File: src/logic/mstx_map.svh
// register map, field positions, reset values and divider constants
`ifndef MSTX_MAP_SVH
`define MSTX_MAP_SVH

// -----------------------------------------------------------------
// register indices (byte address is four times the index)
// -----------------------------------------------------------------
`define MSTX_IDX_STATUS 16'hff47
`define MSTX_IDX_BUFFER 16'hff4a
`define MSTX_IDX_LENGTH 16'hff4b
`define MSTX_IDX_CTL0 16'hff4c
`define MSTX_IDX_CLKSEL 16'hff4d
`define MSTX_IDX_BAUD 16'hff4e

// -----------------------------------------------------------------
// reset values and writable masks
// -----------------------------------------------------------------
`define MSTX_RST_BUFFER 8'hff
`define MSTX_RST_LENGTH 8'h07
`define MSTX_RST_CTL0 8'h10
`define MSTX_RST_CLKSEL 8'h00
`define MSTX_RST_BAUD 8'h1f
`define MSTX_MASK_LENGTH 8'h07
`define MSTX_MASK_CTL0 8'h93
`define MSTX_MASK_CLKSEL 8'h07
`define MSTX_MASK_BAUD 8'h1f

// -----------------------------------------------------------------
// field positions
// -----------------------------------------------------------------
`define MSTX_BIT_ENABLE 7
`define MSTX_BIT_ORDER 4
`define MSTX_BIT_FORMAT 1
`define MSTX_BIT_IDLE 0
`define MSTX_BIT_BUSY 7

// -----------------------------------------------------------------
// divider limits
// -----------------------------------------------------------------
`define MSTX_DIV_MIN 5'h04
`define MSTX_SEL_MAX 3'h5

`endif

File: src/logic/mstx_pkg.sv
// shared types of the serial transmitter
package mstx_pkg;
	// transmit engine states
	typedef enum logic {MSTX_IDLE, MSTX_SENDING} mstx_state_t;
endpackage

File: src/logic/mstx_baud.sv
// base clock prescaler and 5-bit divisor producing half-bit ticks
`timescale 1ns/1ps
`include "mstx_map.svh"
module mstx_baud (
	input wire logic pclk,
	input wire logic presetn,
	input wire logic run,
	input wire logic [2:0] clk_sel,
	input wire logic [4:0] divisor,
	output logic half_tick
);
	import mstx_pkg::*;

	// -----------------------------------------------------------------
	// selection arithmetic
	// -----------------------------------------------------------------
	// low-bit mask of the prescaler for a power-of-two division
	function automatic logic [4:0] sel_mask(input logic [2:0] sel);
		logic [5:0] full;
		full = 6'h00;
		if (sel > `MSTX_SEL_MAX)
			full = 6'h1f;
		else
			full = (6'h01 << sel) - 6'h01;
		return full[4:0];
	endfunction

	logic [4:0] pre_cnt; // free prescaler while running
	logic [4:0] k_cnt; // divisor counter in base clocks
	wire logic [4:0] mask = sel_mask(clk_sel);
	wire logic base_en = (pre_cnt & mask) == mask;
	// divisor values below four act as four
	wire logic [4:0] k_eff = (divisor < `MSTX_DIV_MIN) ? `MSTX_DIV_MIN : divisor;
	wire logic k_last = k_cnt == (k_eff - 5'h01);

	// -----------------------------------------------------------------
	// counters, held cleared while stopped to save power
	// -----------------------------------------------------------------
	always_ff @(posedge pclk or negedge presetn)
	begin
		if (!presetn)
		begin
			pre_cnt <= 5'h00;
			k_cnt <= 5'h00;
			half_tick <= 1'b0;
		end
		else if (!run)
		begin
			pre_cnt <= 5'h00;
			k_cnt <= 5'h00;
			half_tick <= 1'b0;
		end
		else
		begin
			pre_cnt <= pre_cnt + 5'h01;
			half_tick <= base_en && k_last;
			if (base_en)
				k_cnt <= k_last ? 5'h00 : k_cnt + 5'h01;
		end
	end
endmodule

File: src/logic/mstx_top.sv
// manchester / bit-sequential serial transmitter with apb registers
//
// Functional notes
// stopped, manchester and sequential modes share pin
// stopped mode idles logic, no output activity
// manchester mode with length, idle level, order
// sequential nrz mode with same options
// buffer write starts only when enabled
// byte loads shift register, shifted to pin
// control bit 1 selects output code
// transmit buffer resets to ff, byte written
// software sets length before data byte
// start interrupt paces continuous transfers
// length code plus one gives bit count
// length resets to seven, upper bits zero
// short transfers use low-order buffer bits
// control resets to 10, byte writable
// enable, order, format, idle level positions
// busy flag high through whole transmission
// bit rate is base clock over k over 2
// software disables before changing settings
// manchester one is low-then-high, zero high-then-low
// pin holds idle level between transfers
//
// The APB slave port was decided locally.
`timescale 1ns/1ps
`include "mstx_map.svh"
module mstx_top (
	input wire logic pclk,
	input wire logic presetn,
	input wire logic psel,
	input wire logic penable,
	input wire logic pwrite,
	input wire logic [17:0] paddr,
	input wire logic [31:0] pwdata,
	input wire logic [3:0] pstrb,
	output logic [31:0] prdata,
	output logic pready,
	output logic pslverr,
	output logic serial_out_pin,
	output logic transmit_start_irq
);
	import mstx_pkg::*;

	// -----------------------------------------------------------------
	// helper functions
	// -----------------------------------------------------------------
	// word address match for a register index
	function automatic logic reg_hit(input logic [17:0] addr, input logic [15:0] idx);
		return addr == {idx, 2'b00};
	endfunction

	// bit now on the wire: lsb-first reads bit 0, msb-first bit 7
	function automatic logic out_bit(input logic [7:0] sh, input logic lsb);
		return lsb ? sh[0] : sh[7];
	endfunction

	// level of the first half of a bit period
	function automatic logic first_half(input logic b, input logic seq);
		return seq ? b : ~b;
	endfunction

	// -----------------------------------------------------------------
	// registers and state
	// -----------------------------------------------------------------
	logic [7:0] transmit_buffer; // last written data byte
	logic [7:0] transmit_length; // bit count code
	logic [7:0] generator_control; // enable, order, format, idle level
	logic [7:0] base_clock_select_reg; // base clock select
	logic [7:0] baud_divisor_reg; // divisor k
	mstx_state_t state; // engine state
	logic [7:0] shift_reg; // outgoing bits
	logic [3:0] bits_left; // bits still to send, current included
	logic phase; // 0 first half, 1 second half
	logic pending; // next byte waiting in the buffer
	logic half_tick; // half-bit strobe

	// -----------------------------------------------------------------
	// field decode
	// -----------------------------------------------------------------
	// control field positions
	wire logic operation_enable = generator_control[`MSTX_BIT_ENABLE];
	wire logic bit_order_select = generator_control[`MSTX_BIT_ORDER];
	// format bit picks the output code
	wire logic format_select = generator_control[`MSTX_BIT_FORMAT];
	wire logic idle_level = generator_control[`MSTX_BIT_IDLE];
	wire logic [2:0] base_clock_field = base_clock_select_reg[2:0];
	wire logic [4:0] baud_divisor_field = baud_divisor_reg[4:0];
	wire logic [2:0] length_code = transmit_length[2:0];
	wire logic transmit_busy_flag = state == MSTX_SENDING;
	wire logic [7:0] generator_state = {transmit_busy_flag, 7'h00};

	// -----------------------------------------------------------------
	// apb decode
	// -----------------------------------------------------------------
	wire logic hit_buf = reg_hit(paddr, `MSTX_IDX_BUFFER);
	wire logic hit_len = reg_hit(paddr, `MSTX_IDX_LENGTH);
	wire logic hit_ctl = reg_hit(paddr, `MSTX_IDX_CTL0);
	wire logic hit_sel = reg_hit(paddr, `MSTX_IDX_CLKSEL);
	wire logic hit_baud = reg_hit(paddr, `MSTX_IDX_BAUD);
	wire logic hit_stat = reg_hit(paddr, `MSTX_IDX_STATUS);
	wire logic hit_any = hit_buf | hit_len | hit_ctl | hit_sel | hit_baud | hit_stat;
	wire logic wr_en = psel & penable & pwrite & pstrb[0];
	wire logic setup = psel & ~penable;
	wire logic tx_wr = wr_en & hit_buf;
	// byte that a load takes: a same-cycle write wins over the stored one
	wire logic [7:0] next_buffer = tx_wr ? pwdata[7:0] : transmit_buffer;
	wire logic [7:0] rd_mux = hit_buf ? transmit_buffer :
		hit_len ? transmit_length :
		hit_ctl ? generator_control :
		hit_sel ? base_clock_select_reg :
		hit_baud ? baud_divisor_reg :
		hit_stat ? generator_state : 8'h00;

	// zero wait state slave, error on unmapped access
	assign pready = 1'b1;
	assign pslverr = psel & penable & ~hit_any;

	// -----------------------------------------------------------------
	// engine datapath
	// -----------------------------------------------------------------
	// msb-first aligns the low bits to bit 7, lsb-first keeps them
	wire logic [7:0] load_val = bit_order_select ? next_buffer :
		next_buffer << (3'h7 - length_code);
	wire logic [7:0] shifted = bit_order_select ? shift_reg >> 1 : shift_reg << 1;
	wire logic cur_bit = out_bit(shift_reg, bit_order_select);
	// first half is the inverse of the bit in manchester mode
	wire logic load_first = first_half(out_bit(load_val, bit_order_select), format_select);
	wire logic next_first = first_half(out_bit(shifted, bit_order_select), format_select);
	// start only from idle with operation enabled
	wire logic start_now = tx_wr & operation_enable & ~transmit_busy_flag;
	wire logic last_tick = half_tick & phase & (bits_left == 4'h1);
	wire logic chain = pending | tx_wr;

	// -----------------------------------------------------------------
	// register writes
	// -----------------------------------------------------------------
	// buffer and R14: control reset values, byte writes
	always_ff @(posedge pclk or negedge presetn)
	begin
		if (!presetn)
		begin
			transmit_buffer <= `MSTX_RST_BUFFER;
			transmit_length <= `MSTX_RST_LENGTH;
			generator_control <= `MSTX_RST_CTL0;
			base_clock_select_reg <= `MSTX_RST_CLKSEL;
			baud_divisor_reg <= `MSTX_RST_BAUD;
		end
		else if (wr_en)
		begin
			if (hit_buf)
				transmit_buffer <= pwdata[7:0];
			// upper length bits stay zero
			if (hit_len)
				transmit_length <= pwdata[7:0] & `MSTX_MASK_LENGTH;
			if (hit_ctl)
				generator_control <= pwdata[7:0] & `MSTX_MASK_CTL0;
			if (hit_sel)
				base_clock_select_reg <= pwdata[7:0] & `MSTX_MASK_CLKSEL;
			if (hit_baud)
				baud_divisor_reg <= pwdata[7:0] & `MSTX_MASK_BAUD;
		end
	end

	// read data captured in the setup cycle
	always_ff @(posedge pclk or negedge presetn)
	begin
		if (!presetn)
			prdata <= 32'h0000_0000;
		else if (setup)
			prdata <= {24'h00_0000, rd_mux};
	end

	// -----------------------------------------------------------------
	// baud generator
	// -----------------------------------------------------------------
	// k base clocks per half bit, two halves per bit
	mstx_baud u_baud (
		.pclk(pclk),
		.presetn(presetn),
		.run(transmit_busy_flag),
		.clk_sel(base_clock_field),
		.divisor(baud_divisor_field),
		.half_tick(half_tick)
	);

	// -----------------------------------------------------------------
	// transmit engine
	// -----------------------------------------------------------------
	// every mode drives the one serial pin
	// stopping wins over any transfer in flight, pending byte is dropped
	always_ff @(posedge pclk or negedge presetn)
	begin
		if (!presetn)
		begin
			state <= MSTX_IDLE;
			shift_reg <= 8'h00;
			bits_left <= 4'h0;
			phase <= 1'b0;
			pending <= 1'b0;
			serial_out_pin <= 1'b0;
			transmit_start_irq <= 1'b0;
		end
		else if (!operation_enable)
		begin
			// stopped mode clears busy and holds the pin
			state <= MSTX_IDLE;
			pending <= 1'b0;
			phase <= 1'b0;
			serial_out_pin <= idle_level;
			transmit_start_irq <= 1'b0;
		end
		else
		begin
			transmit_start_irq <= 1'b0;
			unique case (state)
				MSTX_IDLE:
				begin
					// idle level between transfers
					serial_out_pin <= idle_level;
					if (start_now)
					begin
						// R11: load shift register and count
						state <= MSTX_SENDING;
						shift_reg <= load_val;
						bits_left <= {1'b0, length_code} + 4'h1;
						phase <= 1'b0;
						serial_out_pin <= load_first;
						// start interrupt frees the buffer
						transmit_start_irq <= 1'b1;
					end
				end
				MSTX_SENDING:
				begin
					if (tx_wr)
						pending <= 1'b1;
					if (half_tick && !phase)
					begin
						// R4: second half carries the bit itself
						phase <= 1'b1;
						serial_out_pin <= cur_bit;
					end
					else if (half_tick && bits_left != 4'h1)
					begin
						shift_reg <= shifted;
						bits_left <= bits_left - 4'h1;
						phase <= 1'b0;
						serial_out_pin <= next_first;
					end
					else if (last_tick && chain)
					begin
						// continuous transfer keeps busy high
						shift_reg <= load_val;
						bits_left <= {1'b0, length_code} + 4'h1;
						phase <= 1'b0;
						pending <= 1'b0;
						serial_out_pin <= load_first;
						transmit_start_irq <= 1'b1;
					end
					else if (last_tick)
					begin
						state <= MSTX_IDLE;
						serial_out_pin <= idle_level;
					end
				end
			endcase
		end
	end
endmodule

File: config.mk
export PLATFORM = sky130hd
export DESIGN_NAME = mstx_top
export DESIGN_NICKNAME = d
export VERILOG_FILES = /design/src/logic/mstx_pkg.sv /design/src/logic/mstx_baud.sv /design/src/logic/mstx_top.sv
export VERILOG_INCLUDE_DIRS = /design/src /design/src/logic
export SDC_FILE = /design/constraint.sdc
export NUM_CORES = 1
export LEC_CHECK = 0
export ABC_AREA = 1
export BUFFER_PORTS_ARGS = -buffer_cell sky130_fd_sc_hd__buf_2
export CORE_UTILIZATION = 45
export CTS_CLUSTER_SIZE = 24
export DETAILED_ROUTE_END_ITERATION = 10
export PLACE_DENSITY = 0.67
export SLEW_MARGIN = 5
export SYNTH_ARGS = -nofsm -noshare
export SYNTH_HDL_FRONTEND = slang
export SYNTH_HIERARCHICAL = 1
export SYNTH_SLANG_ARGS = --single-unit
File: constraint.sdc
create_clock -name pclk -period 2.1 [get_ports pclk]
set_input_delay 0 -clock pclk [delete_from_list [all_inputs] [get_ports pclk]]
set_output_delay 0 -clock pclk [all_outputs]
set_load 0.02 [all_outputs]
==> results of run 1 <==
power groups by stage:
stage	registers, W	logic (W)	clock network [W]
final	0.00115	0.000176	0.00114
after global routing	0.00115	0.000194	0.00122
after CTS	0.00115	0.000176	0.00116
after detailed placement	0.00117	0.000165	0
after global placement	0.00117	0.000161	0
after floorplan	0.00118	0.000110	0
cell usage in the layout (no fill, tap or decap), drive strengths merged, types with 2 or more instances in the layout:
cell type and count:
xnor2 2, conb 25, a31oi 3, clkbuf 10, a41oi 2, o211ai 5, nor3 9, nor4 2
o22ai 4, dlygate4sd3 8, dfstp 17, o31ai 2, buf 62, bufinv 2, inv 69, o21ai 54
ha 6, clkinvlp 3, o2111ai 2, nand4 12, nand2 154, a21oi 19, nor2 51, mux2 2
dfrtp 42, nand3 37, xor2 7, clkinv 3
stage by stage:
step	utilization, %	cell area (sq um)	setup WS, ns	hold WS [ns]	total power (W)
final	54.15	4746	0.1386	0.04551	0.002464
after global routing	54.15	4746	-0.02461	0.06955	0.002559
after CTS	53.27	4668	0.1089	0.03211	0.002485
after detailed placement	49.89	4372	0.1626	0.03054	0.001333
after global placement	49.89	4372	0.1933	0.03310	0.001330
after floorplan	-	4160	0.2164	-0.2956	0.001286
worst max-delay path by stage:
| stage | from | end | slack (ns) | depth (start not counted) |
|---|---|---|---|---|
| floorplan | transmit_length[0] | serial_out_pin | 0.22 | 15 |
| global placement | bits_left[1] | shift_reg[5] | 0.19 | 11 |
| detailed placement | bits_left[1] | shift_reg[7] | 0.16 | 11 |
| CTS | bits_left[1] | shift_reg[7] | 0.11 | 11 |
| global route | bits_left[1] | shift_reg[7] | -0.02 | 12 |
| finish | bits_left[1] | shift_reg[7] | 0.14 | 12 |
cell type report:
class | instances | area, sq um | share of cell area, %
well taps | 108 | 135.1 | 2.847
clock inverters | 7 | 92.59 | 1.951
flip-flops and latches | 59 | 1498 | 31.56
inverters | 70 | 262.8 | 5.537
clock buffers | 9 | 123.9 | 2.610
multi-input cells | 406 | 2131 | 44.90
repair buffers | 71 | 503.0 | 10.60
layer usage:
layer / vias to the layer above / GRT usage [%] / part of all wire, %
li1: 1892 / - / -
met1: 1792 / 29.28 / 44
met2: 129 / 36.94 / 49
met3: 17 / 4.317 / 5.7
met4: 0 / 7.233 / 1.3
met5: - / 0 / 0
synth_stat cells, types with 2 or more instances:
| cell type | count | area share, % |
|---|---|---|
| o31ai_1 | 2 | 0.37 |
| nand4_1 | 10 | 1.5 |
| nand4_2 | 2 | 0.61 |
| xnor2_1 | 2 | 0.43 |
| inv_2 | 9 | 0.83 |
| nand3_1 | 24 | 2.9 |
| nand2_1 | 141 | 13 |
| a41oi_1 | 2 | 0.43 |
| ha_1 | 6 | 1.8 |
| clkbuf_1 | 6 | 0.55 |
| nand2_2 | 13 | 2.0 |
| nand3_2 | 11 | 2.7 |
| a21oi_1 | 18 | 2.2 |
| a31oi_1 | 3 | 0.46 |
| nand3_4 | 2 | 0.86 |
| nor2_4 | 5 | 1.4 |
| nor3_1 | 8 | 0.98 |
| xor2_1 | 7 | 1.5 |
| buf_4 | 27 | 5.0 |
| o211ai_1 | 5 | 0.92 |
| o2111ai_1 | 2 | 0.43 |
| o21ai_0 | 39 | 4.8 |
| buf_2 | 3 | 0.37 |
| nor4_1 | 2 | 0.31 |
| nor2_2 | 7 | 1.1 |
| dfrtp_1 | 42 | 26 |
| o22ai_1 | 4 | 0.61 |
| buf_6 | 3 | 0.83 |
| inv_1 | 60 | 5.5 |
| conb_1 | 2 | 0.18 |
| dfstp_2 | 17 | 11 |
| nor2_1 | 39 | 3.6 |
| o21ai_1 | 14 | 1.7 |
cell families after synthesis:
kind of cell | share of synthesized area, %
flops | 36.76
compound gates | 13.88
fa+ha+maj | 1.843
xor+xnor | 1.935
mux | 0.5528
other cells | 0.1843
buf+inv | 13.30
simple gates | 31.54
timing repair:
| item | CTS | global route |
|---|---|---|
| endpoints found under the setup margin | 0 | 9 |
| hold endpoints to repair | 68 | 0 |
| resized for setup | 0 | 5 |
| buffers inserted | 0 | 4 |
| hold buffers | 8 | 0 |
worst max-delay path, stage by stage (launching register included):
cell     delay (ns)
dfrtp_1        0.40
inv_2          0.09
ha_2           0.18
nand2_1        0.06
nor3_2         0.20
inv_2          0.08
nor2_4         0.11
nor3_1         0.07
nor3_4         0.22
buf_12         0.15
inv_2          0.04
a31oi_1        0.13
a21oi_1        0.10
==> summary.txt, run 1 <==
Status: finished, final reports clean
WL final: 10060 microns
Internal power: 0.001859 W
Fin Setup TNS: 0 ns
Dpl cells: 701
Wire length per cell: 13.78 microns
Hold Fails Final Rpt: 0
PD cells: 519.2 nW/um^2
MaxCap Viol Count: 0
Finished Layout Cells: 730
DR vias/cell: 5.247
Post-Syn Instances: 552
CP max FO: 6
Critical path required time: 2.32 ns
Post-Syn Area: 4074 sq um
CTS buffer count: 9
Worst Tran Pin Value: 0.6508 ns
N_diodes: 0
Die X: 97.15 microns
Hold Path End: transmit_buffer[5]
F_max: 509.8 MHz
Initial core utilization: 46.49%
Layout net count: 682
Synth Warn #: 6
Worst setup path category: flip-flop to flip-flop
Synth async-reset ratio: 100.0%
H-tree levels: 3
Arrival @ worst endpoint: 2.18 ns
FILL cells: 836
CP Capture Type: flip-flop
Clock slew seen by the registers of the worst setup and hold paths: 0.07 ns
DR iter-0 viols: 192
Deepest clock path buffer count: 2
Worst-Skew Late Latency: 0.35 ns
Largest net degree at the start of global routing: 60
Post-synthesis sequential area ratio: 36.76%
Final setup fails: 0
Slew HR: 56.46%
DR pass1 iterations: 5
Post-route clock period utilization: 93.40%
Die Height: 97.15 microns
Gr ovfl total: 0
Core Rows: 34
Hold Startpoint: pwdata[5]
Combinational Power Share: 7.1%
Peak supply drop: 0.2968 mV
First-pass GRT wire length: 17010 microns
Reg-to-reg endpoint: shift_reg[7]
RD Place Congestion: 0.9614
Total GRT Usage: 22.31%
Die area: 9437 sq um
R2R Path Start: bits_left[1]
CTS tree: built
EDFF count, synth: 0
R2r setup slk: 0.14 ns
# IOs: 95
Initial antenna violation count: 0
Clock network power share: 46.3%
Crit path time final: 1.961 ns
Synth Register Bits: 59
Post-route DRC: 0
Layout cell share with drive strength beyond 1: 24.76%
Area grow syn2layout: 16.49%
Pins Over Slew Limit: 0
Static leakage: 2.221 nW
Distinct cells, synth: 48
Register share of total power: 46.6%
Sw Share: 24.56%
Hold WC Path Type: input pin to flip-flop
Vias: 3830
Core Area: 8763 sq um
Post-Syn Area per Cell: 7.380 sq um
Worst r2r path cells: 12
Startpoint types: flip-flop
Number of global-route vias before repair: 3576
WHS Path Cells: 5
DPL Wire Length: 7440 microns
Clk_skew: 0.01059 ns
ANT nets after route: 0
Synth Flop Type: dfrtp_1
Psw: 0.0006051 W
TritonCTS Sinks: 59
IO Port Bufs: 42
Root buffer cell: clkbuf_8
Power figures use the tool's default switching activity.
==> run 2, diff against run 1 <==
- CELL_PAD_IN_SITES_DETAIL_PLACEMENT: default -> 0
- CELL_PAD_IN_SITES_GLOBAL_PLACEMENT: default -> 1
- CORE_UTILIZATION: 45 -> 39
- PLACE_DENSITY: 0.67 -> 0.79
==> summary.txt, run 2 (synthesis results as in run 1) <==
Final setup fails: 0
R2R Path Start: bits_left[1]
Clock network power share: 47.8%
CTS buffer count: 9
Initial core utilization: 40.93%
Worst Tran Pin Value: 0.5704 ns
Number of global-route vias before repair: 3597
Die area: 10860 sq um
Area grow syn2layout: 17.26%
Most frequent cells in the layout: nand2_1 (141), inv_1 (60), dfrtp_1 (42), buf_2 (42)
F_max: 512.0 MHz
Largest net degree at the start of global routing: 38
Core Rows: 36
Vias: 3677
Arrival @ worst endpoint: 2.22 ns
DR vias/cell: 4.864
Internal power: 0.001928 W
WHS Path Cells: 3
Sw Share: 23.99%
CP Capture Type: flip-flop
Worst-Skew Late Latency: 0.34 ns
Final Instance Area: 4777 sq um
RD Place Congestion: 0.8639
Core Area: 9955 sq um
Deepest clock path buffer count: 2
Critical path required time: 2.36 ns
Fin Setup TNS: 0 ns
Peak supply drop: 0.2555 mV
Reg-to-reg endpoint: shift_reg[6]
Wire length per cell: 13.55 microns
Place WS: 0.03368 ns
DR iter-0 viols: 138
Hold WC Path Type: input pin to flip-flop
Clock slew seen by the registers of the worst setup and hold paths: 0.07 ns
Combinational Power Share: 6.9%
ANT nets after route: 0
# IOs: 95
MaxCap Viol Count: 0
IO Port Bufs: 42
Gr ovfl total: 0
Area post-placement: 4448 sq um
DPL Wire Length: 7798 microns
Register share of total power: 45.3%
WL final: 10250 microns
Crit path time final: 1.953 ns
Post-route clock period utilization: 93.00%
Startpoint types: flip-flop
Die Height: 104.2 microns
Post-route DRC: 0
Pins Over Slew Limit: 0
Dpl cells: 732
DR pass1 iterations: 4
Clk_skew: 0.006895 ns
Slew HR: 61.97%
CTS tree: built
Initial antenna violation count: 0
Commonest non-fill, non-tap cell in the layout: nand2_1
R2r setup slk: 0.15 ns
Util after Layout: 47.99%
Hold Startpoint: pwdata[1]
N_diodes: 0
Worst r2r path cells: 12
Root buffer cell: clkbuf_8
Worst setup path category: flip-flop to flip-flop
Layout net count: 683
Die X: 104.2 microns
Hold Fails Final Rpt: 0
PD cells: 531.0 nW/um^2
Worst setup margin: 0.1469 ns
Status: finished, final reports clean
Static leakage: 2.238 nW
Hold Path End: baud_divisor_reg[1]
First-pass GRT wire length: 17490 microns
H-tree levels: 3
TritonCTS Sinks: 59
RSZ-0062 raised after global routing: no
Psw: 0.0006085 W
Finished Layout Cells: 756
Total GRT Usage: 20.12%
CP max FO: 8
Layout cell share with drive strength beyond 1: 24.40%
run 2: layout make-up:
cell class                 count  area [sq um]
clock buffer                  12         155.1
clock inverter                 4         72.57
fill                        1019          5177
inverter                      70         262.8
multi-input combinational    406          2132
sequential                    59          1498
tap                          133         166.4
timing repair buffer          72         490.5
run 2: power groups by stage:
stage                     logic [W]  registers, W  clock network [W]
final                      0.000174       0.00115            0.00121
after global routing       0.000193       0.00115            0.00130
after CTS                  0.000175       0.00115            0.00125
after detailed placement   0.000165       0.00117                  0
after global placement     0.000163       0.00117                  0
after floorplan            0.000110       0.00118                  0
run 2: what timing repair did:
| action | in CTS | in global routing |
|---|---|---|
| setup buffers | 0 | 1 |
| hold endpoints to repair | 32 | 0 |
| hold buffers | 7 | 0 |
| setup endpoints to repair | 0 | 12 |
| gates resized for setup | 0 | 2 |
run 2: per-layer routing:
| metal | GRT usage (%) | routed length [microns] | vias to the layer above |
|---|---|---|---|
| li1 | - | - | 1885 |
| met1 | 27.08 | 4962 | 1706 |
| met2 | 33.00 | 4849 | 77 |
| met3 | 3.571 | 312 | 9 |
| met4 | 5.918 | 123 | 0 |
| met5 | 0 | 0 | - |
run 2: worst max-delay path by stage:
| stage | startpoint | end | slack, ns |
|---|---|---|---|
| 4_1_cts | bits_left[1] | shift_reg[7] | 0.06 |
| 2_1_floorplan | transmit_length[0] | serial_out_pin | 0.22 |
| 3_5_place_dp | paddr[9] | shift_reg[7] | 0.03 |
| 5_1_grt | bits_left[1] | shift_reg[4] | 0.004 |
| 3_3_place_gp | paddr[9] | shift_reg[7] | 0.08 |
| 6_report | bits_left[1] | shift_reg[6] | 0.15 |
run 2: worst max-delay path, stage by stage (launching register included):
cell     delay, ns
dfrtp_1       0.38
inv_1         0.10
ha_1          0.18
nand2_1       0.07
nor3_2        0.14
inv_1         0.12
nor2_4        0.13
nor3_1        0.08
nor3_4        0.23
buf_12        0.14
buf_12        0.10
o21ai_1       0.06
o22ai_1       0.13
run 2: stage by stage:
| stage | hold slack [ns] | power [W] |
|---|---|---|
| floorplan | -0.2956 | 0.001286 |
| global placement | 0.02604 | 0.001333 |
| detailed placement | 0.03069 | 0.001334 |
| CTS | 0.004401 | 0.002570 |
| global route | 0.002942 | 0.002642 |
| finish | 0.01665 | 0.002537 |
==> run 3, diff against run 2 <==
- SYNTH_HIERARCHICAL: 1 -> default
==> summary.txt, run 3 <==
Status: finished, final reports clean
H-tree levels: 3
CTS buffer count: 9
Gr ovfl total: 0
Static leakage: 2.136 nW
Core Area: 9774 sq um
Synth async-reset ratio: 100.0%
Worst setup margin: 0.1056 ns
DPL Wire Length: 7795 microns
Crit path time final: 1.994 ns
Post-Syn Area per Cell: 7.474 sq um
Largest net degree at the start of global routing: 31
IO Port Bufs: 42
WL final: 10230 microns
Clk_skew: 0.01013 ns
Startpoint types: flip-flop
FILL cells: 1008
DR pass1 iterations: 5
Synth Flop Type: dfrtp_1
Synth Warn #: 0
Arrival @ worst endpoint: 2.28 ns
Initial antenna violation count: 0
RD Place Congestion: 0.8528
RSZ-0062 raised after global routing: yes
Deepest clock path buffer count: 2
Final Instance Area: 4642 sq um
# Post-CTS Setup Buffers: 0
Hold WC Path Type: input pin to asynchronous set/reset pin
Post-route clock period utilization: 94.97%
Hold Fails Final Rpt: 0
F_max: 501.4 MHz
Util after Layout: 47.49%
Post-synthesis sequential area ratio: 38.17%
Clock slew seen by the registers of the worst setup and hold paths: 0.07 ns
Distinct cells, synth: 47
Die Height: 102.3 microns
Pins Over Slew Limit: 0
ANT nets after route: 0
Die area: 10470 sq um
Total GRT Usage: 21.37%
Area grow syn2layout: 18.30%
TritonCTS Sinks: 59
Post-route DRC: 0
Storage element area: 1498 sq um
Most frequent cell after synthesis: nand2_1
Number of global-route vias before repair: 3529
Vias: 3654
Dpl cells: 706
Die X: 102.3 microns
CP max FO: 4
Commonest non-fill, non-tap cell in the layout: nand2_1
DR vias/cell: 4.999
Post-Syn Instances: 525
Final setup fails: 0
Worst-Skew Late Latency: 0.35 ns
Peak supply drop: 0.3191 mV
Critical path required time: 2.39 ns
First-pass GRT wire length: 17030 microns
CTS tree: built
CP Capture Type: flip-flop
PD cells: 567.2 nW/um^2
Initial core utilization: 40.14%
Top cells by count, synth: nand2_1 (121), o21ai_0 (54), inv_1 (51)
MaxCap Viol Count: 0
Synth Register Bits: 59
Most frequent cells in the layout: nand2_1 (120), o21ai_0 (53), inv_1 (51), nand3_1 (47)
Wire length per cell: 13.99 microns
Area post-placement: 4290 sq um
Finished Layout Cells: 731
Area leader, netlist: dfrtp_1
Worst setup path category: flip-flop to flip-flop
DR iter-0 viols: 156
N_diodes: 0
Core Rows: 36
Area taken by multi-input logic gates: 2066 sq um
EDFF count, synth: 0
Share of the synthesized area in the top cell type: 26.79%
# IOs: 95
Layout net count: 659
Place WS: 0.05574 ns
Root buffer cell: clkbuf_8
Area contributors post-synth: dfrtp_1 (27%), nand2_1 (12%), dfstp_2 (11%), o21ai_0 (6.9%), nand3_1 (6.0%)
Layout cell share with drive strength beyond 1: 20.40%
Post-Syn Area: 3924 sq um
Tot Pwr: 0.002633 W
run 3: timing repair:
action                                  in CTS  in global routing
endpoints found under the hold margin       55                  0
hold buffers                                 9                  0
resized for setup                            0                  6
endpoints found under the setup margin       0                 12
run 3: final cells by class:
type | instances | share of cell area, %
Inverter | 56 | 4.582
Multi-Input combinational cell | 395 | 44.50
Tap cell | 133 | 3.585
Clock buffer | 11 | 3.046
Timing Repair Buffer | 72 | 9.865
Sequential cell | 59 | 32.26
Clock inverter | 5 | 2.156
run 3: report_power, final:
group / total [W] / internal, W / switching, W
combinational: 0.000191 / 0.0000585 / 0.000132
clock: 0.00129 / 0.000817 / 0.000473
sequential: 0.00115 / 0.00115 / 0.00000523
total: 0.00263 / 0.00202 / 0.000610
run 3: path summary, 6_finish.rpt:
check	from	to	cells past startpoint	slack [ns]
max	base_clock_select_reg[0]	u_baud.k_cnt[4]	10	0.11
min	presetn	u_baud.k_cnt[2]	2	0.02
max reg2reg	base_clock_select_reg[0]	u_baud.k_cnt[4]	10	0.11
min reg2reg	shift_reg[0]	shift_reg[0]	2	0.49
max in group asynchronous	presetn	transmit_length[2]	3	1.40
min in group pclk	paddr[2]	prdata[4]	4	0.05
run 3: logic make-up after synthesis:
logic type / Yosys count / share of synthesized area, %
AOI/OAI and AO/OA: 101 / 14.92
xor gates and xnor gates: 15 / 3.348
adders and majority gates: 7 / 2.232
buffers and inverters: 94 / 11.89
DFF: 59 / 38.17
muxes: 2 / 0.5739
other: 2 / 0.1914
and+or+nand+nor: 245 / 28.67
run 3: stage by stage:
step	hold slack (ns)	TNS, ns
2_1_floorplan	-0.2956	0
3_3_place_gp	-0.1522	0
3_5_place_dp	-0.1416	0
4_1_cts	0.02473	0
5_1_grt	0.04387	-0.1131
6_report	0.02219	0
run 3: worst max-delay path: stages (launching register included):
cell      delay, ns
dfrtp_1        0.41
nor2_1         0.11
nand2_1        0.08
ha_1           0.23
xor2_1         0.15
a21oi_1        0.07
a2111o_1       0.38
nor2_2         0.16
nand2_2        0.09
o21ai_1        0.12
o21a_1         0.13
run 3: metal layers:
layer / vias up / track usage [%] / wire, microns
met4: 0 / 5.275 / 117
met2: 82 / 35.42 / 4843
li1: 1843 / - / -
met3: 15 / 5.472 / 441
met5: - / 0 / 0
met1: 1714 / 27.83 / 4825
